### config.mk
export PLATFORM = sky130hd
export DESIGN_NAME = nmp_edges
export DESIGN_NICKNAME = d
export VERILOG_FILES = /design/src/hdl/nmp_pkg.sv /design/src/hdl/nmp_edges.sv
export SDC_FILE = /design/constraint.sdc
export NUM_CORES = 1
export LEC_CHECK = 0
export BUFFER_PORTS_ARGS = -buffer_cell sky130_fd_sc_hd__buf_2
export CORE_MARGIN = 8
export CORE_UTILIZATION = 33
export CTS_BUF_LIST = sky130_fd_sc_hd__clkbuf_4 sky130_fd_sc_hd__clkbuf_8
export DETAILED_ROUTE_END_ITERATION = 10
export GPL_TIMING_DRIVEN = 0
export PLACE_DENSITY = 0.48
export SLEW_MARGIN = 20
export SYNTH_ARGS = -nofsm -noshare
export SYNTH_HDL_FRONTEND = slang
export SYNTH_SLANG_ARGS = --single-unit
### constraint.sdc
create_clock -name core_clk_i -period 17.8 [get_ports core_clk_i]
set_input_delay 1.78 -clock core_clk_i [delete_from_list [all_inputs] [get_ports core_clk_i]]
set_output_delay 1.78 -clock core_clk_i [all_outputs]
set_load 0.1 [all_outputs]
### src/hdl/nmp_pkg.sv
// Purpose: shared constants for the normal-mode pulse modulator edge generator
// Assumes: single clock, 4 ns period, all counts in clock ticks
// Notes:   widths fixed; counter and event values are 16-bit unsigned
package nmp_pkg;
   localparam int unsigned CNT_W        = 16;            // period counter width
   localparam int unsigned CLK_PERIOD_PS = 4000;         // 250 MHz core clock
   localparam logic [15:0] CNT_ZERO     = 16'h0000;      // counter restart value
   localparam logic [15:0] CNT_ONE      = 16'h0001;      // counter step
   localparam int unsigned HALF_SHIFT   = 1;             // divide-by-two of duty
   localparam logic        LVL_LOW      = 1'b0;          // output idle level
   localparam logic        LVL_HIGH     = 1'b1;          // output active level
   // adaptive sample point choice
   typedef enum logic [0:0] {
      NMP_SAMP_END = 1'b0,   // end of on-time
      NMP_SAMP_MID = 1'b1    // middle of on-time
   } nmp_samp_t;
   // phase trigger source choice
   typedef enum logic [0:0] {
      NMP_PH_REG  = 1'b0,    // fixed phase trigger value
      NMP_PH_DUTY = 1'b1     // loop filter duty
   } nmp_ph_t;
endpackage : nmp_pkg

### src/hdl/nmp_edges.sv
// Purpose: edge, trigger and blanking generator of one pulse modulator, normal mode
// Assumes: configuration inputs steady or updated freely; capture at period start
// Notes:   all outputs registered; a target beyond the period limit never fires
//
// How it works
// - counter runs zero to period limit, wraps
// - each signal changes when counter equals target
// - first output rises at event one
// - first output falls at e1+duty+adjust one
// - end choice: trigger at e1+duty+offset
// - mid choice: trigger at e1+duty/2+offset
// - second rises at fall plus (e3-e2)
// - second output falls at event four
// - phase point from register or filter duty
// - fixed triggers, blanking straight from registers
// - second cycle adjust ignored in normal mode
// - phase shift pulse emitted for peer modulators
// - filter-sourced phase follows duty changes
`timescale 1ns/1ps
module nmp_edges (
   input  wire logic                     core_clk_i,
   input  wire logic                     rst_i,
   input  wire logic                     enable_i,          // run the counter
   input  wire logic [15:0]              period_limit_i,
   input  wire logic [15:0]              event1_i,
   input  wire logic [15:0]              event2_i,
   input  wire logic [15:0]              event3_i,
   input  wire logic [15:0]              event4_i,
   input  wire logic [15:0]              cycle_adj_a_i,
   input  wire logic [15:0]              cycle_adj_b_i,     // unused in normal mode
   input  wire logic [15:0]              samp_offset_i,
   input  wire nmp_pkg::nmp_samp_t       samp_sel_i,
   input  wire logic [15:0]              phase_reg_i,
   input  wire nmp_pkg::nmp_ph_t         phase_sel_i,
   input  wire logic [15:0]              filt_duty_i,
   input  wire logic [15:0]              filt_period_i,     // carried for other modes
   input  wire logic [15:0]              samp_trig1_i,
   input  wire logic [15:0]              samp_trig2_i,
   input  wire logic [15:0]              blank_a_begin_i,
   input  wire logic [15:0]              blank_a_end_i,
   input  wire logic [15:0]              blank_b_begin_i,
   input  wire logic [15:0]              blank_b_end_i,
   output logic                          first_output_o,
   output logic                          second_output_o,
   output logic                          adapt_trig_o,
   output logic                          samp_trig1_o,
   output logic                          samp_trig2_o,
   output logic                          blank_a_o,
   output logic                          blank_b_o,
   output logic                          phase_shift_o,
   output logic                          period_start_o
);

   ////////////////////////////////////////////////////////////////////////
   // state
   logic [15:0] cnt_q, cnt_d;
   logic [15:0] prd_q, prd_d;
   logic [15:0] a_rise_q, a_rise_d, a_fall_q, a_fall_d;
   logic [15:0] b_rise_q, b_rise_d, b_fall_q, b_fall_d;
   logic [15:0] adapt_q, adapt_d, phase_q, phase_d;
   logic [15:0] st1_q, st1_d, st2_q, st2_d;
   logic [15:0] bab_q, bab_d, bae_q, bae_d, bbb_q, bbb_d, bbe_q, bbe_d;
   logic        fa_q, fa_d, sb_q, sb_d, at_q, at_d, t1_q, t1_d, t2_q, t2_d;
   logic        ba_q, ba_d, bb_q, bb_d, ph_q, ph_d, ps_q, ps_d;
   logic        wrap;
   logic [15:0] a_fall_c, half_duty, dead_c;

   ////////////////////////////////////////////////////////////////////////
   // computed targets; the second adjust input is never read here
   always_comb begin
      half_duty = filt_duty_i >> nmp_pkg::HALF_SHIFT;
      dead_c    = 16'(event3_i - event2_i);
      a_fall_c  = 16'(event1_i + filt_duty_i + cycle_adj_a_i);
   end

   ////////////////////////////////////////////////////////////////////////
   // counter and period-start capture of every target
   always_comb begin
      wrap     = (cnt_q >= prd_q);
      cnt_d    = cnt_q;
      prd_d    = prd_q;
      a_rise_d = a_rise_q;
      a_fall_d = a_fall_q;
      b_rise_d = b_rise_q;
      b_fall_d = b_fall_q;
      adapt_d  = adapt_q;
      phase_d  = phase_q;
      st1_d    = st1_q;
      st2_d    = st2_q;
      bab_d    = bab_q;
      bae_d    = bae_q;
      bbb_d    = bbb_q;
      bbe_d    = bbe_q;
      ps_d     = 1'b0;
      if (enable_i) begin
         if (wrap) begin
            cnt_d    = nmp_pkg::CNT_ZERO;
            ps_d     = 1'b1;
            // capture once per period so edges use one consistent set
            prd_d    = period_limit_i;
            a_rise_d = event1_i;
            a_fall_d = a_fall_c;
            b_rise_d = 16'(a_fall_c + dead_c);
            b_fall_d = event4_i;
            if (samp_sel_i == nmp_pkg::NMP_SAMP_MID)
               adapt_d = 16'(event1_i + half_duty + samp_offset_i);
            else
               adapt_d = 16'(event1_i + filt_duty_i + samp_offset_i);
            // duty source lets filter changes steer peer phase
            phase_d  = (phase_sel_i == nmp_pkg::NMP_PH_DUTY) ?
                       filt_duty_i : phase_reg_i;
            st1_d    = samp_trig1_i;
            st2_d    = samp_trig2_i;
            bab_d    = blank_a_begin_i;
            bae_d    = blank_a_end_i;
            bbb_d    = blank_b_begin_i;
            bbe_d    = blank_b_end_i;
         end else begin
            cnt_d = 16'(cnt_q + nmp_pkg::CNT_ONE);
         end
      end else begin
         cnt_d = nmp_pkg::CNT_ZERO;
      end
   end

   // a zero limit after reset makes the first enabled edge wrap and load every target
   always_ff @(posedge core_clk_i or posedge rst_i) begin
      if (rst_i) begin
         cnt_q    <= nmp_pkg::CNT_ZERO;
         prd_q    <= nmp_pkg::CNT_ZERO;
         a_rise_q <= nmp_pkg::CNT_ZERO;
         a_fall_q <= nmp_pkg::CNT_ZERO;
         b_rise_q <= nmp_pkg::CNT_ZERO;
         b_fall_q <= nmp_pkg::CNT_ZERO;
         adapt_q  <= nmp_pkg::CNT_ZERO;
         phase_q  <= nmp_pkg::CNT_ZERO;
         st1_q    <= nmp_pkg::CNT_ZERO;
         st2_q    <= nmp_pkg::CNT_ZERO;
         bab_q    <= nmp_pkg::CNT_ZERO;
         bae_q    <= nmp_pkg::CNT_ZERO;
         bbb_q    <= nmp_pkg::CNT_ZERO;
         bbe_q    <= nmp_pkg::CNT_ZERO;
         ps_q     <= 1'b0;
      end else begin
         cnt_q    <= cnt_d;
         prd_q    <= prd_d;
         a_rise_q <= a_rise_d;
         a_fall_q <= a_fall_d;
         b_rise_q <= b_rise_d;
         b_fall_q <= b_fall_d;
         adapt_q  <= adapt_d;
         phase_q  <= phase_d;
         st1_q    <= st1_d;
         st2_q    <= st2_d;
         bab_q    <= bab_d;
         bae_q    <= bae_d;
         bbb_q    <= bbb_d;
         bbe_q    <= bbe_d;
         ps_q     <= ps_d;
      end
   end

   ////////////////////////////////////////////////////////////////////////
   // match-driven levels and pulses; a level holds until its own match
   always_comb begin
      fa_d = fa_q;
      sb_d = sb_q;
      ba_d = ba_q;
      bb_d = bb_q;
      if (!enable_i) begin
         fa_d = nmp_pkg::LVL_LOW;
         sb_d = nmp_pkg::LVL_LOW;
         ba_d = nmp_pkg::LVL_LOW;
         bb_d = nmp_pkg::LVL_LOW;
      end else begin
         // falling edge checked last so a zero-width pulse stays low
         if (cnt_q == a_rise_q) fa_d = nmp_pkg::LVL_HIGH;
         if (cnt_q == a_fall_q) fa_d = nmp_pkg::LVL_LOW;
         if (cnt_q == b_rise_q) sb_d = nmp_pkg::LVL_HIGH;
         if (cnt_q == b_fall_q) sb_d = nmp_pkg::LVL_LOW;
         if (cnt_q == bab_q) ba_d = nmp_pkg::LVL_HIGH;
         if (cnt_q == bae_q) ba_d = nmp_pkg::LVL_LOW;
         if (cnt_q == bbb_q) bb_d = nmp_pkg::LVL_HIGH;
         if (cnt_q == bbe_q) bb_d = nmp_pkg::LVL_LOW;
      end
      at_d = enable_i && (cnt_q == adapt_q);
      t1_d = enable_i && (cnt_q == st1_q);
      t2_d = enable_i && (cnt_q == st2_q);
      ph_d = enable_i && (cnt_q == phase_q);
   end

   // levels come up low so the gate drivers see both switches off after reset
   always_ff @(posedge core_clk_i or posedge rst_i) begin
      if (rst_i) begin
         fa_q <= nmp_pkg::LVL_LOW;
         sb_q <= nmp_pkg::LVL_LOW;
         at_q <= 1'b0;
         t1_q <= 1'b0;
         t2_q <= 1'b0;
         ba_q <= nmp_pkg::LVL_LOW;
         bb_q <= nmp_pkg::LVL_LOW;
         ph_q <= 1'b0;
      end else begin
         fa_q <= fa_d;
         sb_q <= sb_d;
         at_q <= at_d;
         t1_q <= t1_d;
         t2_q <= t2_d;
         ba_q <= ba_d;
         bb_q <= bb_d;
         ph_q <= ph_d;
      end
   end

   assign first_output_o  = fa_q;
   assign second_output_o = sb_q;
   assign adapt_trig_o    = at_q;
   assign samp_trig1_o    = t1_q;
   assign samp_trig2_o    = t2_q;
   assign blank_a_o       = ba_q;
   assign blank_b_o       = bb_q;
   assign phase_shift_o   = ph_q;
   assign period_start_o  = ps_q;

   ////////////////////////////////////////////////////////////////////////
   // checks; the releasing edge of reset still clears the flops, so the sampled
   // reset keeps look-ahead checks from starting on that edge
   chk_cnt_bound: assert property (@(posedge core_clk_i) disable iff (rst_i)
      enable_i |-> cnt_q <= prd_q || cnt_q == 16'h0000 || $past(cnt_q) == prd_q)
      else $error("counter passed period limit");
   chk_cnt_wrap: assert property (@(posedge core_clk_i) disable iff (rst_i)
      !rst_i && enable_i && cnt_q >= prd_q ##1 enable_i |->
      cnt_q == 16'h0000 && period_start_o)
      else $error("counter failed to wrap");
   chk_a_rise: assert property (@(posedge core_clk_i) disable iff (rst_i)
      enable_i && cnt_q == a_rise_q && cnt_q != a_fall_q |=> first_output_o)
      else $error("first output missed rise");
   chk_a_fall: assert property (@(posedge core_clk_i) disable iff (rst_i)
      enable_i && cnt_q == a_fall_q |=> !first_output_o)
      else $error("first output missed fall");
   chk_b_rise: assert property (@(posedge core_clk_i) disable iff (rst_i)
      enable_i && cnt_q == b_rise_q && cnt_q != b_fall_q |=> second_output_o)
      else $error("second output missed rise");
   chk_b_fall: assert property (@(posedge core_clk_i) disable iff (rst_i)
      enable_i && cnt_q == b_fall_q |=> !second_output_o)
      else $error("second output missed fall");
   chk_hold_lvl: assert property (@(posedge core_clk_i) disable iff (rst_i)
      enable_i && $past(enable_i) && $past(cnt_q) != $past(a_rise_q)
      && $past(cnt_q) != $past(a_fall_q) |-> $stable(first_output_o))
      else $error("first output moved off edge");
   chk_b_hold: assert property (@(posedge core_clk_i) disable iff (rst_i)
      enable_i && $past(enable_i) && $past(cnt_q) != $past(b_rise_q)
      && $past(cnt_q) != $past(b_fall_q) |-> $stable(second_output_o))
      else $error("second output moved off edge");
   chk_blank_a_end: assert property (@(posedge core_clk_i) disable iff (rst_i)
      enable_i && cnt_q == bae_q |=> !blank_a_o)
      else $error("blanking a missed end");
   chk_blank_b_end: assert property (@(posedge core_clk_i) disable iff (rst_i)
      enable_i && cnt_q == bbe_q |=> !blank_b_o)
      else $error("blanking b missed end");
   chk_fix_trig: assert property (@(posedge core_clk_i) disable iff (rst_i)
      !rst_i && enable_i && cnt_q == st1_q |=>
      samp_trig1_o ##1 !samp_trig1_o || cnt_q == 16'h0001)
      else $error("fixed sample trigger wrong");
   chk_trig2_pulse: assert property (@(posedge core_clk_i) disable iff (rst_i)
      samp_trig2_o |-> $past(enable_i) && $past(cnt_q) == $past(st2_q))
      else $error("second sample trigger at wrong count");
   chk_adapt_pulse: assert property (@(posedge core_clk_i) disable iff (rst_i)
      adapt_trig_o |-> $past(enable_i) && $past(cnt_q) == $past(adapt_q))
      else $error("adaptive trigger at wrong count");
   chk_phase_pulse: assert property (@(posedge core_clk_i) disable iff (rst_i)
      phase_shift_o |-> $past(cnt_q) == $past(phase_q) && $past(enable_i))
      else $error("phase pulse at wrong count");
   // targets loaded at period start, restated from the edge equations
   chk_prd_capture: assert property (@(posedge core_clk_i) disable iff (rst_i)
      period_start_o |-> prd_q == $past(period_limit_i))
      else $error("period limit not captured");
   chk_rise_tgt: assert property (@(posedge core_clk_i) disable iff (rst_i)
      period_start_o |-> a_rise_q == $past(event1_i))
      else $error("first output rise target wrong");
   chk_fall_tgt: assert property (@(posedge core_clk_i) disable iff (rst_i)
      period_start_o |-> a_fall_q ==
      16'($past(event1_i) + $past(filt_duty_i) + $past(cycle_adj_a_i)))
      else $error("first output fall target wrong");
   chk_dead_gap: assert property (@(posedge core_clk_i) disable iff (rst_i)
      period_start_o |-> b_rise_q == 16'(a_fall_q + $past(event3_i) - $past(event2_i)))
      else $error("dead time target wrong");
   chk_b_fall_tgt: assert property (@(posedge core_clk_i) disable iff (rst_i)
      period_start_o |-> b_fall_q == $past(event4_i))
      else $error("second output fall target wrong");
   chk_adapt_tgt: assert property (@(posedge core_clk_i) disable iff (rst_i)
      period_start_o |-> adapt_q == 16'($past(event1_i) + $past(samp_offset_i)
      + (($past(samp_sel_i) == nmp_pkg::NMP_SAMP_MID) ?
      ($past(filt_duty_i) >> nmp_pkg::HALF_SHIFT) : $past(filt_duty_i))))
      else $error("adaptive trigger target wrong");
   chk_phase_tgt: assert property (@(posedge core_clk_i) disable iff (rst_i)
      period_start_o |-> phase_q == (($past(phase_sel_i) == nmp_pkg::NMP_PH_DUTY) ?
      $past(filt_duty_i) : $past(phase_reg_i)))
      else $error("phase target wrong");
   chk_fix_tgt: assert property (@(posedge core_clk_i) disable iff (rst_i)
      period_start_o |-> st1_q == $past(samp_trig1_i) && st2_q == $past(samp_trig2_i))
      else $error("fixed trigger target wrong");
   chk_blank_tgt: assert property (@(posedge core_clk_i) disable iff (rst_i)
      period_start_o |-> bab_q == $past(blank_a_begin_i) && bae_q == $past(blank_a_end_i)
      && bbb_q == $past(blank_b_begin_i) && bbe_q == $past(blank_b_end_i))
      else $error("blanking target wrong");
   chk_mid_hold: assert property (@(posedge core_clk_i) disable iff (rst_i)
      !rst_i && enable_i && cnt_q < prd_q |=> $stable(a_fall_q) && $stable(b_rise_q)
      && $stable(adapt_q) && $stable(phase_q) && $stable(prd_q))
      else $error("target moved inside a period");

endmodule : nmp_edges

==> results of run 1 <==
[worst register-to-register path, cell delays in order, from the launching register on]
cell and delay [ns]:
dfrtp_1 0.35, clkbuf_1 0.82, buf_1 0.83, inv_1 0.12, ha_1 0.32, nand2b_1 0.14, a21oi_1 0.15, nor2b_1 0.06
o21ai_0 0.14, a21oi_1 0.09, o211ai_1 0.17, a211oi_1 0.11, o21ai_1 0.63, clkbuf_1 0.39, clkbuf_1 0.56, buf_2 0.42
nand2_1 0.12, o31ai_1 0.07
[kinds of logic (layout without fill, tap and decap cells)]
| group | Yosys count | count (layout) | share of synthesized area, % |
|---|---|---|---|
| simple gates | 697 | 697 | 18.9 |
| mux | 19 | 19 | 1.23 |
| xor+xnor | 273 | 273 | 15.6 |
| fa+ha+maj | 127 | 127 | 11.9 |
| flops | 233 | 233 | 37.8 |
| compound gates | 250 | 250 | 10.1 |
| buf+inv | 179 | 509 | 4.47 |
[area by class of cell]
class,count,area (um^2)
fill,4750,27900
sequential,233,5830
inverter,95,364
multi-input combinational,1366,8920
clock buffer,64,818
timing repair buffer,255,1350
tap,607,759
clock inverter,11,108
buffer,84,348
[power by group]
part,leakage (uW),switching (uW),internal [uW]
clock,0.000494,236,322
combinational,0.00620,350,241
sequential,0.00317,1.50,532
[through the flow]
stage,instances,hold slack (ns),area (um^2),total power (uW)
after floorplan,1778,0.450,15400,962
after global placement,2636,0.469,17500,1130
after detailed placement,2640,0.476,17600,1140
after CTS,2715,0.491,18500,1700
after global routing,2715,0.517,18500,1790
final,2715,0.493,18500,1680
[Yosys cell counts, types with 2 or more instances]
master     number  area share, %
a21oi_1        52            1.7
or2_2           4           0.16
dfrtp_1       233             38
o21a_1          8           0.39
mux2i_1        19            1.2
inv_1          94            2.3
o21bai_1        7           0.34
a211oi_1        4           0.19
nor4_1         30            1.2
a31o_2          2           0.11
nor2b_1         9           0.36
o211a_1         4           0.26
o21ai_1         4           0.13
a41oi_1         2           0.11
nand2b_1        6           0.24
buf_1           9           0.22
a2111oi_0       3           0.17
xnor2_1       157            8.9
ha_1           93            7.5
o41ai_4         3           0.53
o211ai_1        5           0.24
a21boi_0        4           0.19
fa_1           34            4.4
a21o_1         21            1.0
o21ai_0       111            3.6
clkbuf_1       60            1.5
o31ai_1         2          0.097
nand2_1       495             12
buf_2          15           0.49
nand3_1        18           0.58
a31oi_1         6           0.24
nor3_1         21           0.68
nand4_1        37            1.5
and3_1          9           0.36
nor2_1         65            1.6
xor2_1        115            6.5
[worst min path at each step]
stage | end | slack [ns] | cells after the start
final | b_fall_q[11] | 0.49 | 2
after global routing | prd_q[0] | 0.52 | 2
after CTS | prd_q[0] | 0.49 | 2
after detailed placement | prd_q[0] | 0.48 | 2
after global placement | prd_q[0] | 0.47 | 2
after floorplan | prd_q[0] | 0.45 | 2
[metal layers]
layer / wire length [um] / vias to the layer above / GRT usage [%]
met5: 13 / - / 0
met4: 1820 / 2 / 6.89
met3: 3050 / 86 / 3.68
met2: 25200 / 371 / 33.2
met1: 25100 / 6139 / 26.9
li1: - / 6433 / -
==> run summary, run 1 <==
The clock tree synthesis step divided the H-tree into 2 levels. The clock sink total came out at 233. The worst setup slack before clock tree synthesis is 10.11 ns.

The clock period minus final worst setup slack came out at 7.20 ns. The setup slack after layout is 10.60 ns. The highest cell delay on the worst timing path is 0.49 ns.

The I/O pin count is 286. The layout overhead on the synthesized area is 19.8%. The most critical setup path has its endpoint at b_rise_q[15]. The transition time of the tightest slew-check pin is 1.16 ns. The data arrival time of the critical path is 7.64 ns.

The first-pass detailed-route iteration total came out at 5. The type of origin of the critical path is an input pin. The slowest stage cell on the critical path is fa_1. The floorplan die height is 232 um. The cts-stage hold buffer count is 0. Leaving out fill and tap cells, the most frequent cell in the layout is nand2_1. The flow ran to the end, and the final reports show no timing, DRC or antenna violations. The detail-routed via count per cell came out at 4.80. Setup total negative slack on the finished layout was measured at 0 ns. The quantity of I/O buffers inserted on ports is 251. The ratio of final minimum period to clock period is 40.4%. In this run, the number of DRC markers left after iteration 0 of detailed routing was 717. The post-CTS repair timing setup buffer count came out at 0. Yosys printed 0 warnings. The remaining routing DRC violations is 0.

The global router's overall resource usage came out at 20.3%. The critical path start-end classification is in -> reg. The tree is rooted in a clkbuf_8. For this run, the leading register cell type out of synthesis is dfrtp_1.

No sink is reached through more buffers than the 3 on the longest clock path. VDD sags by at most 0.0000419 V. The post-layout net count is 2481. The count of inserted antenna diode cells is 0. The number of hold-slack violations in the final timing report came out at 0. The number of cells on the worst reg-to-reg path is 17. The HPWL after detailed placement is 42.5 mm. A synthesized cell averages 8.68 um^2. The via count came out at 13.0k. Setup repair after global routing left no endpoint under its margin. The depth of the critical timing path with buffers and inverters included came out at 28.

The final estimated routing congestion in global placement came out at 0.904. The clock-pin slew reported for the worst setup and hold paths after clock tree synthesis is 0.06 ns. In the layout the commonest cells are nand2_1 (495), buf_2 (271), dfrtp_1 (233).

Summed over all layers, the global routing overflow is 0. The routed wire length is 55.2 mm. After technology mapping, the gate count stands at 1778. By instance count, the cell type seen most on the critical path is ha_1.

The endpoint identified for the worst register-to-register timing path is a_fall_q[10]. The relative slew slack came out at 22.6%. In this run the horizontal extent of the chip is 232 um. The setup check on the worst reg-to-reg path leaves a slack of 12.23 ns. The startpoint identified for the worst hold timing path is b_fall_q[11]. In this run the power density over the cells is 91.0 nW/um^2. The top cell family by delay on the critical path is compound AO/OA/AOI/OAI gates. The leakage component of the power is 0.00986 uW.

The remaining antenna violation count is 0. The synthesized net count came out at 2182. After floorplanning, the core was sized to cover 46400 um^2. The number of gates resized after CTS is 0. The min-delay analysis places its worst path in the category reg -> reg. The largest net degree at the start of global routing is 101. The number of global-route vias before repair came out at 13.9k. The total buffers and inverters traversed by the critical path came out at 3. After synthesis, the share of flip-flops with an asynchronous set or reset is 100%.

TritonCTS built the clock tree. The die area came out at 54000 um^2. The peak fanout along the critical path is 5. Static timing analysis puts the maximum clock frequency at 139 MHz. The clock buffer count from CTS came out at 42.

The summed instance area of the synthesized netlist came out at 15400 um^2. The number of rows in the core area is 79. The number of register bits inferred by synthesis is 233.

The worst-skew pair later-pin latency came out at 0.58 ns. The layout cell share with drive strength beyond 1 came out at 17.8%. The setup skew after layout came out at 0.0346 ns.

The final core utilization came out at 39.9%. The register area share after synthesis came out at 37.8%. The number of synthesized flops with an enable pin is 0. The first-pass GRT wire length came out at 83.2 mm. The initial antenna violation count came out at 3.

The origin of the worst setup path is event1_i[0]. The number of endpoints failing setup at the final stage came out at 0. Across the run, the number of max-cap violations was 0. The endpoint type of the worst setup path is a register. The count of pins over their slew limit came out at 0. The synthesized netlist contains 53 unique library cells. The starting density of the core is 33.3%. The startpoint identified for the worst register-to-register timing path is cnt_q[0]. The worst path required time is 18.24 ns. The detailed-route wire length per cell came out at 20.3 um.
Note: power is estimated with default switching activity, not from simulation.
==> run 2, diff against run 1 <==
--- a/config.mk
+++ b/config.mk
@@ -5,6 +5,7 @@
 export SDC_FILE = /design/constraint.sdc
 export NUM_CORES = 1
 export LEC_CHECK = 0
+export ABC_AREA = 1
 export BUFFER_PORTS_ARGS = -buffer_cell sky130_fd_sc_hd__buf_2
 export CORE_MARGIN = 8
 export CORE_UTILIZATION = 33
==> constraint.sdc (replaced) <==
create_clock -name core_clk_i -period 7.5 [get_ports core_clk_i]
set_input_delay 0.75 -clock core_clk_i [delete_from_list [all_inputs] [get_ports core_clk_i]]
set_output_delay 0.75 -clock core_clk_i [all_outputs]
set_load 0.1 [all_outputs]
==> run 2 against run 1 <==
Register-to-register slack lost 8.0 ns. Cell count grew 11%. Combinational power grew 140%. Clock skew shrank 0.016 ns. Sequential share of layout area shrank 0.67 points. Wire length grew 17%. Largest cell class unchanged.
==> run summary, run 2 <==
The count of distinct cell types in the synthesized netlist came out at 46 (was 53). The type of origin of the critical path is an input pin (unchanged). The final core utilization is 39.7% (was 39.9%). The via count came out at 15.1k (was 13.0k).

The count of synthesis-stage warnings from yosys is 0 (unchanged). The number of register bits inferred by synthesis came out at 233 (unchanged). The setup slack after layout is 1.82 ns (was 10.60 ns). Setup repair after global routing missed its margin: false (unchanged). The setup skew after layout came out at 0.0181 ns (was 0.0346 ns).

The critical path start-end classification is in -> reg (unchanged). The routed wire length was 64.7 mm (was 55.2 mm). The starting density of the core came to 33.4% (was 33.3%). The number of endpoints failing setup at the final stage was 0 (unchanged). The max-cap check violation count is 0 (unchanged). The leading cell type in the layout, fill and taps excluded was nand2_1 (unchanged). The final estimated routing congestion in global placement is 0.927 (was 0.904).

The remaining routing DRC violations came out at 0 (unchanged). The quantity of I/O buffers inserted on ports is 251 (unchanged). The number of synthesized flops with an enable pin was 0 (unchanged). The slowest stage cell on the critical path is fa_1 (unchanged). Top library cells by usage in the layout, fill and taps aside: nand2_1 (606), buf_2 (295), inv_1 (247) (was nand2_1 (495), buf_2 (271), dfrtp_1 (233)).

The setup TNS came out at 0 ns (unchanged). The layout overhead on the synthesized area is 18.8% (was 19.8%). The root buffer cell is clkbuf_8 (unchanged). The post-layout net count came out at 2765 (was 2481). The clock sink total is 233 (unchanged). The summed instance area of the synthesized netlist is 15900 um^2 (was 15400 um^2). The cell total after placement came out at 2931 (was 2640).

Synth area leaders: dfrtp_1 (37%), nand2_1 (14%), ha_1 (7.3%) (was dfrtp_1 (38%), nand2_1 (12%), xnor2_1 (8.9%)). Leading cell types by count after synthesis: nand2_1 (606), inv_1 (248), dfrtp_1 (233), o21ai_0 (139), ha_1 (93) (was nand2_1 (495), dfrtp_1 (233), xnor2_1 (157), xor2_1 (115), o21ai_0 (111)). The fmax is 176 MHz. The remaining global-route overflow came out at 0 (unchanged). The data arrival time of the critical path came out at 6.11 ns (was 7.64 ns).

The synthesized instance count is 2062 (was 1778). The switching power of the nets is 1450 uW (was 587 uW). The total number of H-tree levels is 2 (unchanged). The total met3 wirelength after detailed routing came out at 3.62 mm (was 3.05 mm).

The top-area cell type share of the netlist area came out at 36.6% (was 37.8%). The count of pins over their slew limit is 0 (unchanged). The most frequently used flop master after synthesis is dfrtp_1 (unchanged). The initial antenna violation count came to 1 (was 3). The filler-free cell count of the finished design is 3003 (was 2715). The sequential group share of total power came out at 32.1% (was 31.7%). The endpoint type of the worst setup path is a register (unchanged).

The worst path required time is 7.93 ns (was 18.24 ns). The cts-stage hold buffer count came out at 0 (unchanged). The highest cell delay on the worst timing path is 0.49 ns (about the same). The most frequent cell after synthesis is nand2_1 (unchanged). The floorplan die height is 236 um (was 232 um).

The cell occurring most often along the worst timing path is inv_1 (was ha_1). The first-pass detailed-route iteration total came out at 5 (unchanged). The number of rows in the core area is 80 (was 79). The I/O pin count came out at 286 (unchanged). The clock period minus final worst setup slack came out at 5.68 ns. The overall die width came out at 236 um (was 232 um). The number of DRC markers in iteration 0 was 1117 (was 717). The amount of wire on met2 after detailed routing came to 30.7 mm (was 25.2 mm). The power density over the cells is 208 nW/um^2 (was 91.0 nW/um^2).

The number of gates resized after CTS came out at 0 (unchanged). The async set-or-reset flop fraction in the synthesized netlist came out at 100% (unchanged). The clock buffer count from CTS is 43 (was 42). The worst setup slack before clock tree synthesis was 1.31 ns (was 10.11 ns).

The global router's overall resource usage is 22.7% (was 20.3%). The number of global-route vias before repair is 15.7k (was 13.9k). The half-perimeter wire length after detailed placement came out at 50.3 mm (was 42.5 mm). The TritonCTS clock tree was done (unchanged). The clock-pin slew reported for the worst setup and hold paths after clock tree synthesis is 0.06 ns (about the same).

The die area came to 55500 um^2 (was 54000 um^2). The first-pass GRT wire length is 96.3 mm (was 83.2 mm). The relative slew slack came out at 21.1% (was 22.6%).

The clock network power share is 31.9% (was 33.2%). The peak fanout along the critical path is 3 (was 5). The post-synthesis average cell area was 7.72 um^2 (was 8.68 um^2). The internal power contribution came out at 2490 uW (was 1100 uW). The ratio of final minimum period to clock period came out at 75.7%.

The detail-routed via count per cell came to 5.02 (was 4.80). The leakage component of the power came out at 0.0102 uW (was 0.00986 uW). The uppermost layer routed is met4 (was met5).

The synthesized net count came to 2466 (was 2182). The worst-skew pair later-pin latency came to 0.56 ns (was 0.58 ns). The switching share of power is 36.8% (was 34.9%). The maximum vdd drop is 0.0000946 V (was 0.0000419 V). The remaining antenna violation count came out at 0 (unchanged). The post-synthesis cell type with the largest combined area is dfrtp_1 (unchanged). The core outline area came out at 47600 um^2 (was 46400 um^2). The transition time of the tightest slew-check pin came out at 1.18 ns (was 1.16 ns).

The layout cell share with drive strength beyond 1 is 16.5% (was 17.8%). The number of hold-slack violations in the final timing report is 0 (unchanged). The largest net degree at the start of global routing is 72 (was 101). The class of the tightest hold or removal check is in -> async (was reg -> reg). Outcome: finished, final reports clean (unchanged).

The maximum buffer depth of the clock tree came to 3 (unchanged). The wire length on met1 came to 28.8 mm (was 25.1 mm). The post-CTS repair timing setup buffer count was 0 (unchanged).

The detailed-route wire length per cell is 21.5 um (was 20.3 um). The worst hold slack is 0.185 ns (was 0.493 ns). The portion of total power attributed to combinational logic is 36.0% (was 35.1%).

The register area share after synthesis came out at 36.6% (was 37.8%).
[run 2: cell count changes after synthesis, moves of 20 or more]
cell      before  now
a221oi_1       0   20
nand3_1       18   62
xnor2_1      157   64
inv_1         94  248
nand2_1      495  606
a21oi_1       52   89
buf_2         15   44
xor2_1       115   80
o21ai_1        4   36
clkbuf_1      60   29
o21ai_0      111  139
nor2_1        65   85
o22ai_1        0   30
[run 2: worst paths after layout]
check	cells after the start	to	startpoint	slack, ns
worst min-delay path	2	samp_trig1_o	rst_i	0.18
worst max-delay path	32	b_rise_q[15]	event1_i[0]	1.82
worst min register to register	2	adapt_q[11]	adapt_q[11]	0.49
min in group core_clk_i	3	bbb_q[12]	blank_b_begin_i[12]	0.38
max in group asynchronous	4	bbb_q[9]	rst_i	6.34
worst max register to register	15	adapt_q[11]	cnt_q[0]	4.21
[run 2: cells by family after synthesis]
group	after synthesis	synth area share (%)
flops	233	36.6
simple gates	844	22.0
mux	1	0.0629
fa+ha+maj	127	11.6
buf+inv	338	8.37
xor+xnor	144	7.93
compound gates	375	13.4
[run 2: critical path, delay by kind of cell]
family / cells / cell delay, ns
compound gates: 5 / 0.81
fa+ha+maj: 5 / 1.79
buf+inv: 9 / 0.65
simple gates: 12 / 1.64
xor+xnor: 1 / 0.48
[run 2: routing by layer]
metal | vias up | GRT usage, %
met2 | 456 | 39.1
met4 | 0 | 5.71
met3 | 81 | 3.75
met1 | 7243 | 29.2
met5 | - | 0
li1 | 7304 | -
[run 2: through the flow]
| stage | cell area (um^2) | power (uW) |
|---|---|---|
| after detailed placement | 18000 | 2700 |
| after global routing | 18900 | 4190 |
| after CTS | 18900 | 3970 |
| after global placement | 17900 | 2690 |
| after floorplan | 15900 | 2250 |
| final | 18900 | 3930 |
[run 2: power groups by stage]
stage	Combinational, uW	Clock [uW]	Sequential (uW)
6_report	1410	1250	1260
5_1_grt	1590	1330	1260
3_5_place_dp	1410	0	1290
3_3_place_gp	1410	0	1290
2_1_floorplan	956	0	1290
4_1_cts	1420	1280	1260
[run 2: cell type report]
cell class                      count  area, um^2
Fill cell                        5041       28700
Multi-Input combinational cell   1491        8750
Sequential cell                   233        5830
Timing Repair Buffer              254        1340
Inverter                          257         972
Clock buffer                       67         847
Tap cell                          615         769
Buffer                             81         367
Clock inverter                      4        20.0
Antenna cell                        1        2.50
==> run 3, diff against run 2 <==
--- a/config.mk
+++ b/config.mk
@@ -12,7 +12,7 @@
 export CTS_BUF_LIST = sky130_fd_sc_hd__clkbuf_4 sky130_fd_sc_hd__clkbuf_8
 export DETAILED_ROUTE_END_ITERATION = 10
 export GPL_TIMING_DRIVEN = 0
-export PLACE_DENSITY = 0.48
+export PLACE_DENSITY = 0.5
 export SLEW_MARGIN = 20
 export SYNTH_ARGS = -nofsm -noshare
 export SYNTH_HDL_FRONTEND = slang
==> constraint.sdc (replaced) <==
create_clock -name core_clk_i -period 4.85 [get_ports core_clk_i]
set_input_delay 0.485 -clock core_clk_i [delete_from_list [all_inputs] [get_ports core_clk_i]]
set_output_delay 0.485 -clock core_clk_i [all_outputs]
set_load 0.1 [all_outputs]
==> run 3 against run 2 <==
First-iteration DRC count down 6.4%. Setup slack worse by 1.5 ns. Register-to-register slack worse by 2.7 ns. Critical path type unchanged. Combinational power up 63%. Final area up 2.1%. Power up 59%. Sequential cell count unchanged. Critical path depth down 4.
==> run summary, run 3 (synthesized netlist as in run 2, its figures left out) <==
The core outline area came out at 47600 um^2 (unchanged). The post-route cell area came out at 19300 um^2 (was 18900 um^2). The sum of internal, switching and leakage power is 6260 uW (was 3930 uW).

The starting density of the core came out at 33.4% (unchanged). Static timing analysis puts the maximum clock frequency at 219 MHz. The data arrival time of the critical path came out at 5.02 ns (was 6.11 ns). The cell occurring most often along the worst timing path is inv_1 (unchanged).

The leakage component of the power is 0.0103 uW (was 0.0102 uW). The peak fanout along the critical path was 5 (was 3). The final estimated routing congestion in global placement is 0.908 (was 0.927). The setup skew after layout is 0.0253 ns (was 0.0181 ns). The number of endpoints failing setup at the final stage came out at 0 (unchanged). The number of rows in the core area came out at 80 (unchanged). The via count is 15.2k (was 15.1k). The die area is 55500 um^2 (unchanged). The floorplan die height is 236 um (unchanged).

The count of inserted antenna diode cells came out at 0 (was 1). The maximum vdd drop is 0.000154 V (was 0.0000946 V). The remaining global-route overflow is 0 (unchanged). The max-cap check violation count came to 0 (unchanged). The leading cell type in the layout, fill and taps excluded is nand2_1 (unchanged). The transition time of the tightest slew-check pin is 1.21 ns (was 1.18 ns).

The ratio of final minimum period to clock period is 94.0%. The worst path required time is 5.31 ns (was 7.93 ns). The clock sink total came out at 233 (unchanged). The layout cell share with drive strength beyond 1 is 18.4% (was 16.5%). The layout overhead on the synthesized area is 21.2% (was 18.8%). The number of global-route vias before repair came out at 15.8k (was 15.7k).

The layout filler cell count is 5020 (was 5041). The remaining antenna violation count came out at 0 (unchanged). The overall die width came out at 236 um (unchanged).

The initial antenna violation count is 1 (unchanged). The class of the tightest hold or removal check is in -> reg (was in -> async). Top library cells by usage in the layout, fill and taps aside: nand2_1 (603), buf_2 (295), inv_1 (247) (was nand2_1 (606), buf_2 (295), inv_1 (247)). The global router's overall resource usage is 22.7% (about the same). The endpoint type of the worst setup path was a register (unchanged).

The largest net degree at the start of global routing came out at 35 (was 72). Setup repair after global routing missed its margin: true (was false). Outcome: finished, final reports clean (unchanged).

The quantity of I/O buffers inserted on ports is 251 (unchanged). The maximum buffer depth of the clock tree came out at 3 (unchanged). The number of DRC markers in iteration 0 is 1045 (was 1117). The TritonCTS clock tree is done (unchanged). The clock period minus final worst setup slack came out at 4.56 ns. The number of hold-slack violations in the final timing report came out at 0 (unchanged). The cell total after placement came out at 2936 (was 2931). The clock-pin slew reported for the worst setup and hold paths after clock tree synthesis came out at 0.07 ns (was 0.06 ns). The type of origin of the critical path is an input pin (unchanged). The filler-free cell count of the finished design is 3016 (was 3003). The root buffer cell is clkbuf_8 (unchanged). The detailed-route wire length per cell is 21.4 um (was 21.5 um). The area of placed instances was 18100 um^2 (was 18000 um^2).

The remaining routing DRC violations came to 0 (unchanged). The worst-skew pair later-pin latency is 0.57 ns (was 0.56 ns). The first-pass GRT wire length came out at 96.5 mm (was 96.3 mm).

The half-perimeter wire length after detailed placement is 50.7 mm (was 50.3 mm). The relative slew slack came out at 19.6% (was 21.1%). The first-pass detailed-route iteration total is 5 (unchanged). The power density over the cells came out at 324 nW/um^2 (was 208 nW/um^2).

The total number of H-tree levels came out at 2 (unchanged). The post-layout net count came to 2777 (was 2765). The routed wire length came out at 64.5 mm (was 64.7 mm).

The I/O pin count is 286 (unchanged). The slowest stage cell on the critical path is fa_1 (unchanged). The count of pins over their slew limit is 0 (unchanged). The highest cell delay on the worst timing path came to 0.47 ns (was 0.49 ns). The detail-routed via count per cell is 5.03 (was 5.02). The critical path start-end classification is in -> reg (unchanged).

The clock buffer count from CTS came out at 42 (was 43).
-- run 3: cell types whose count changed in the layout (fill, tap and decap cells not counted), moves of 4 or more --
| cell | before | now |
|---|---|---|
| buf_12 | 0 | 7 |
| buf_4 | 2 | 9 |
| ha_1 | 93 | 84 |
| ha_4 | 0 | 6 |
| o21ai_2 | 0 | 4 |
| xnor2_1 | 64 | 60 |
| xnor2_2 | 0 | 4 |
-- run 3: worst max-delay path: cells and delay by family --
kind                       cells  cell delay, ns
xor gates and xnor gates       1            0.29
and+or+nand+nor                9            1.17
buffers and inverters          8            0.65
AOI/OAI and AO/OA              6            0.94
adders and majority gates      4            1.46
-- run 3: timing repair --
item	4_1_cts	5_1_grt
cloned	0	0
endpoints found under the hold margin	15	0
resized for setup	18	20
pin swaps	5	13
endpoints found under the setup margin	4	3
hold buffers	1	0
buffers inserted	2	5
-- run 3: layer usage --
layer | vias to the layer above | share of wire [%] | track usage (%)
met1 | 7209 | 44 | 29.0
met2 | 527 | 47 | 38.5
li1 | 7336 | - | -
met4 | 2 | 2.9 | 6.82
met5 | - | 0.020 | 0
met3 | 102 | 6.5 | 4.15
-- run 3: area by class of cell --
cell class                 instances  area (um^2)  area share (%)
multi-input combinational       1491         8960            46.5
sequential                       233         5830            30.2
timing repair buffer             267         1490            7.71
inverter                         257          968            5.02
clock buffer                      70          888            4.61
tap                              615          769            3.99
buffer                            81          367            1.90
clock inverter                     2         12.5          0.0649
-- run 3: path summary, 6_finish.rpt --
check,from,end,slack [ns],cells past startpoint
setup reg to reg,cnt_q[0],adapt_q[11],1.49,15
setup / recovery,event1_i[5],b_rise_q[15],0.29,28
min in group asynchronous,rst_i,st1_q[0],0.50,3
hold / removal,blank_b_end_i[15],bbe_q[15],0.11,3
max in group asynchronous,rst_i,b_rise_q[14],3.39,6
hold reg to reg,adapt_q[11],adapt_q[11],0.48,2
-- run 3: per-stage QoR --
stage	TNS (ns)	util [%]	hold slack [ns]	setup WS (ns)
final	0	40.5	0.107	0.289
after global routing	-0.0287	40.5	0.0899	-0.0145
after CTS	0	40.2	0.0744	0.0106
after detailed placement	-4.24	38.0	0.477	-1.14
after global placement	-81.79	37.7	0.468	-1.11
after floorplan	0	-	0.449	0.0754
-- run 3: where the power goes --
part | internal, uW | total, uW | switching, uW
combinational | 873 | 2300 | 1430
clock | 1150 | 2000 | 858
sequential | 1950 | 1950 | 4.22
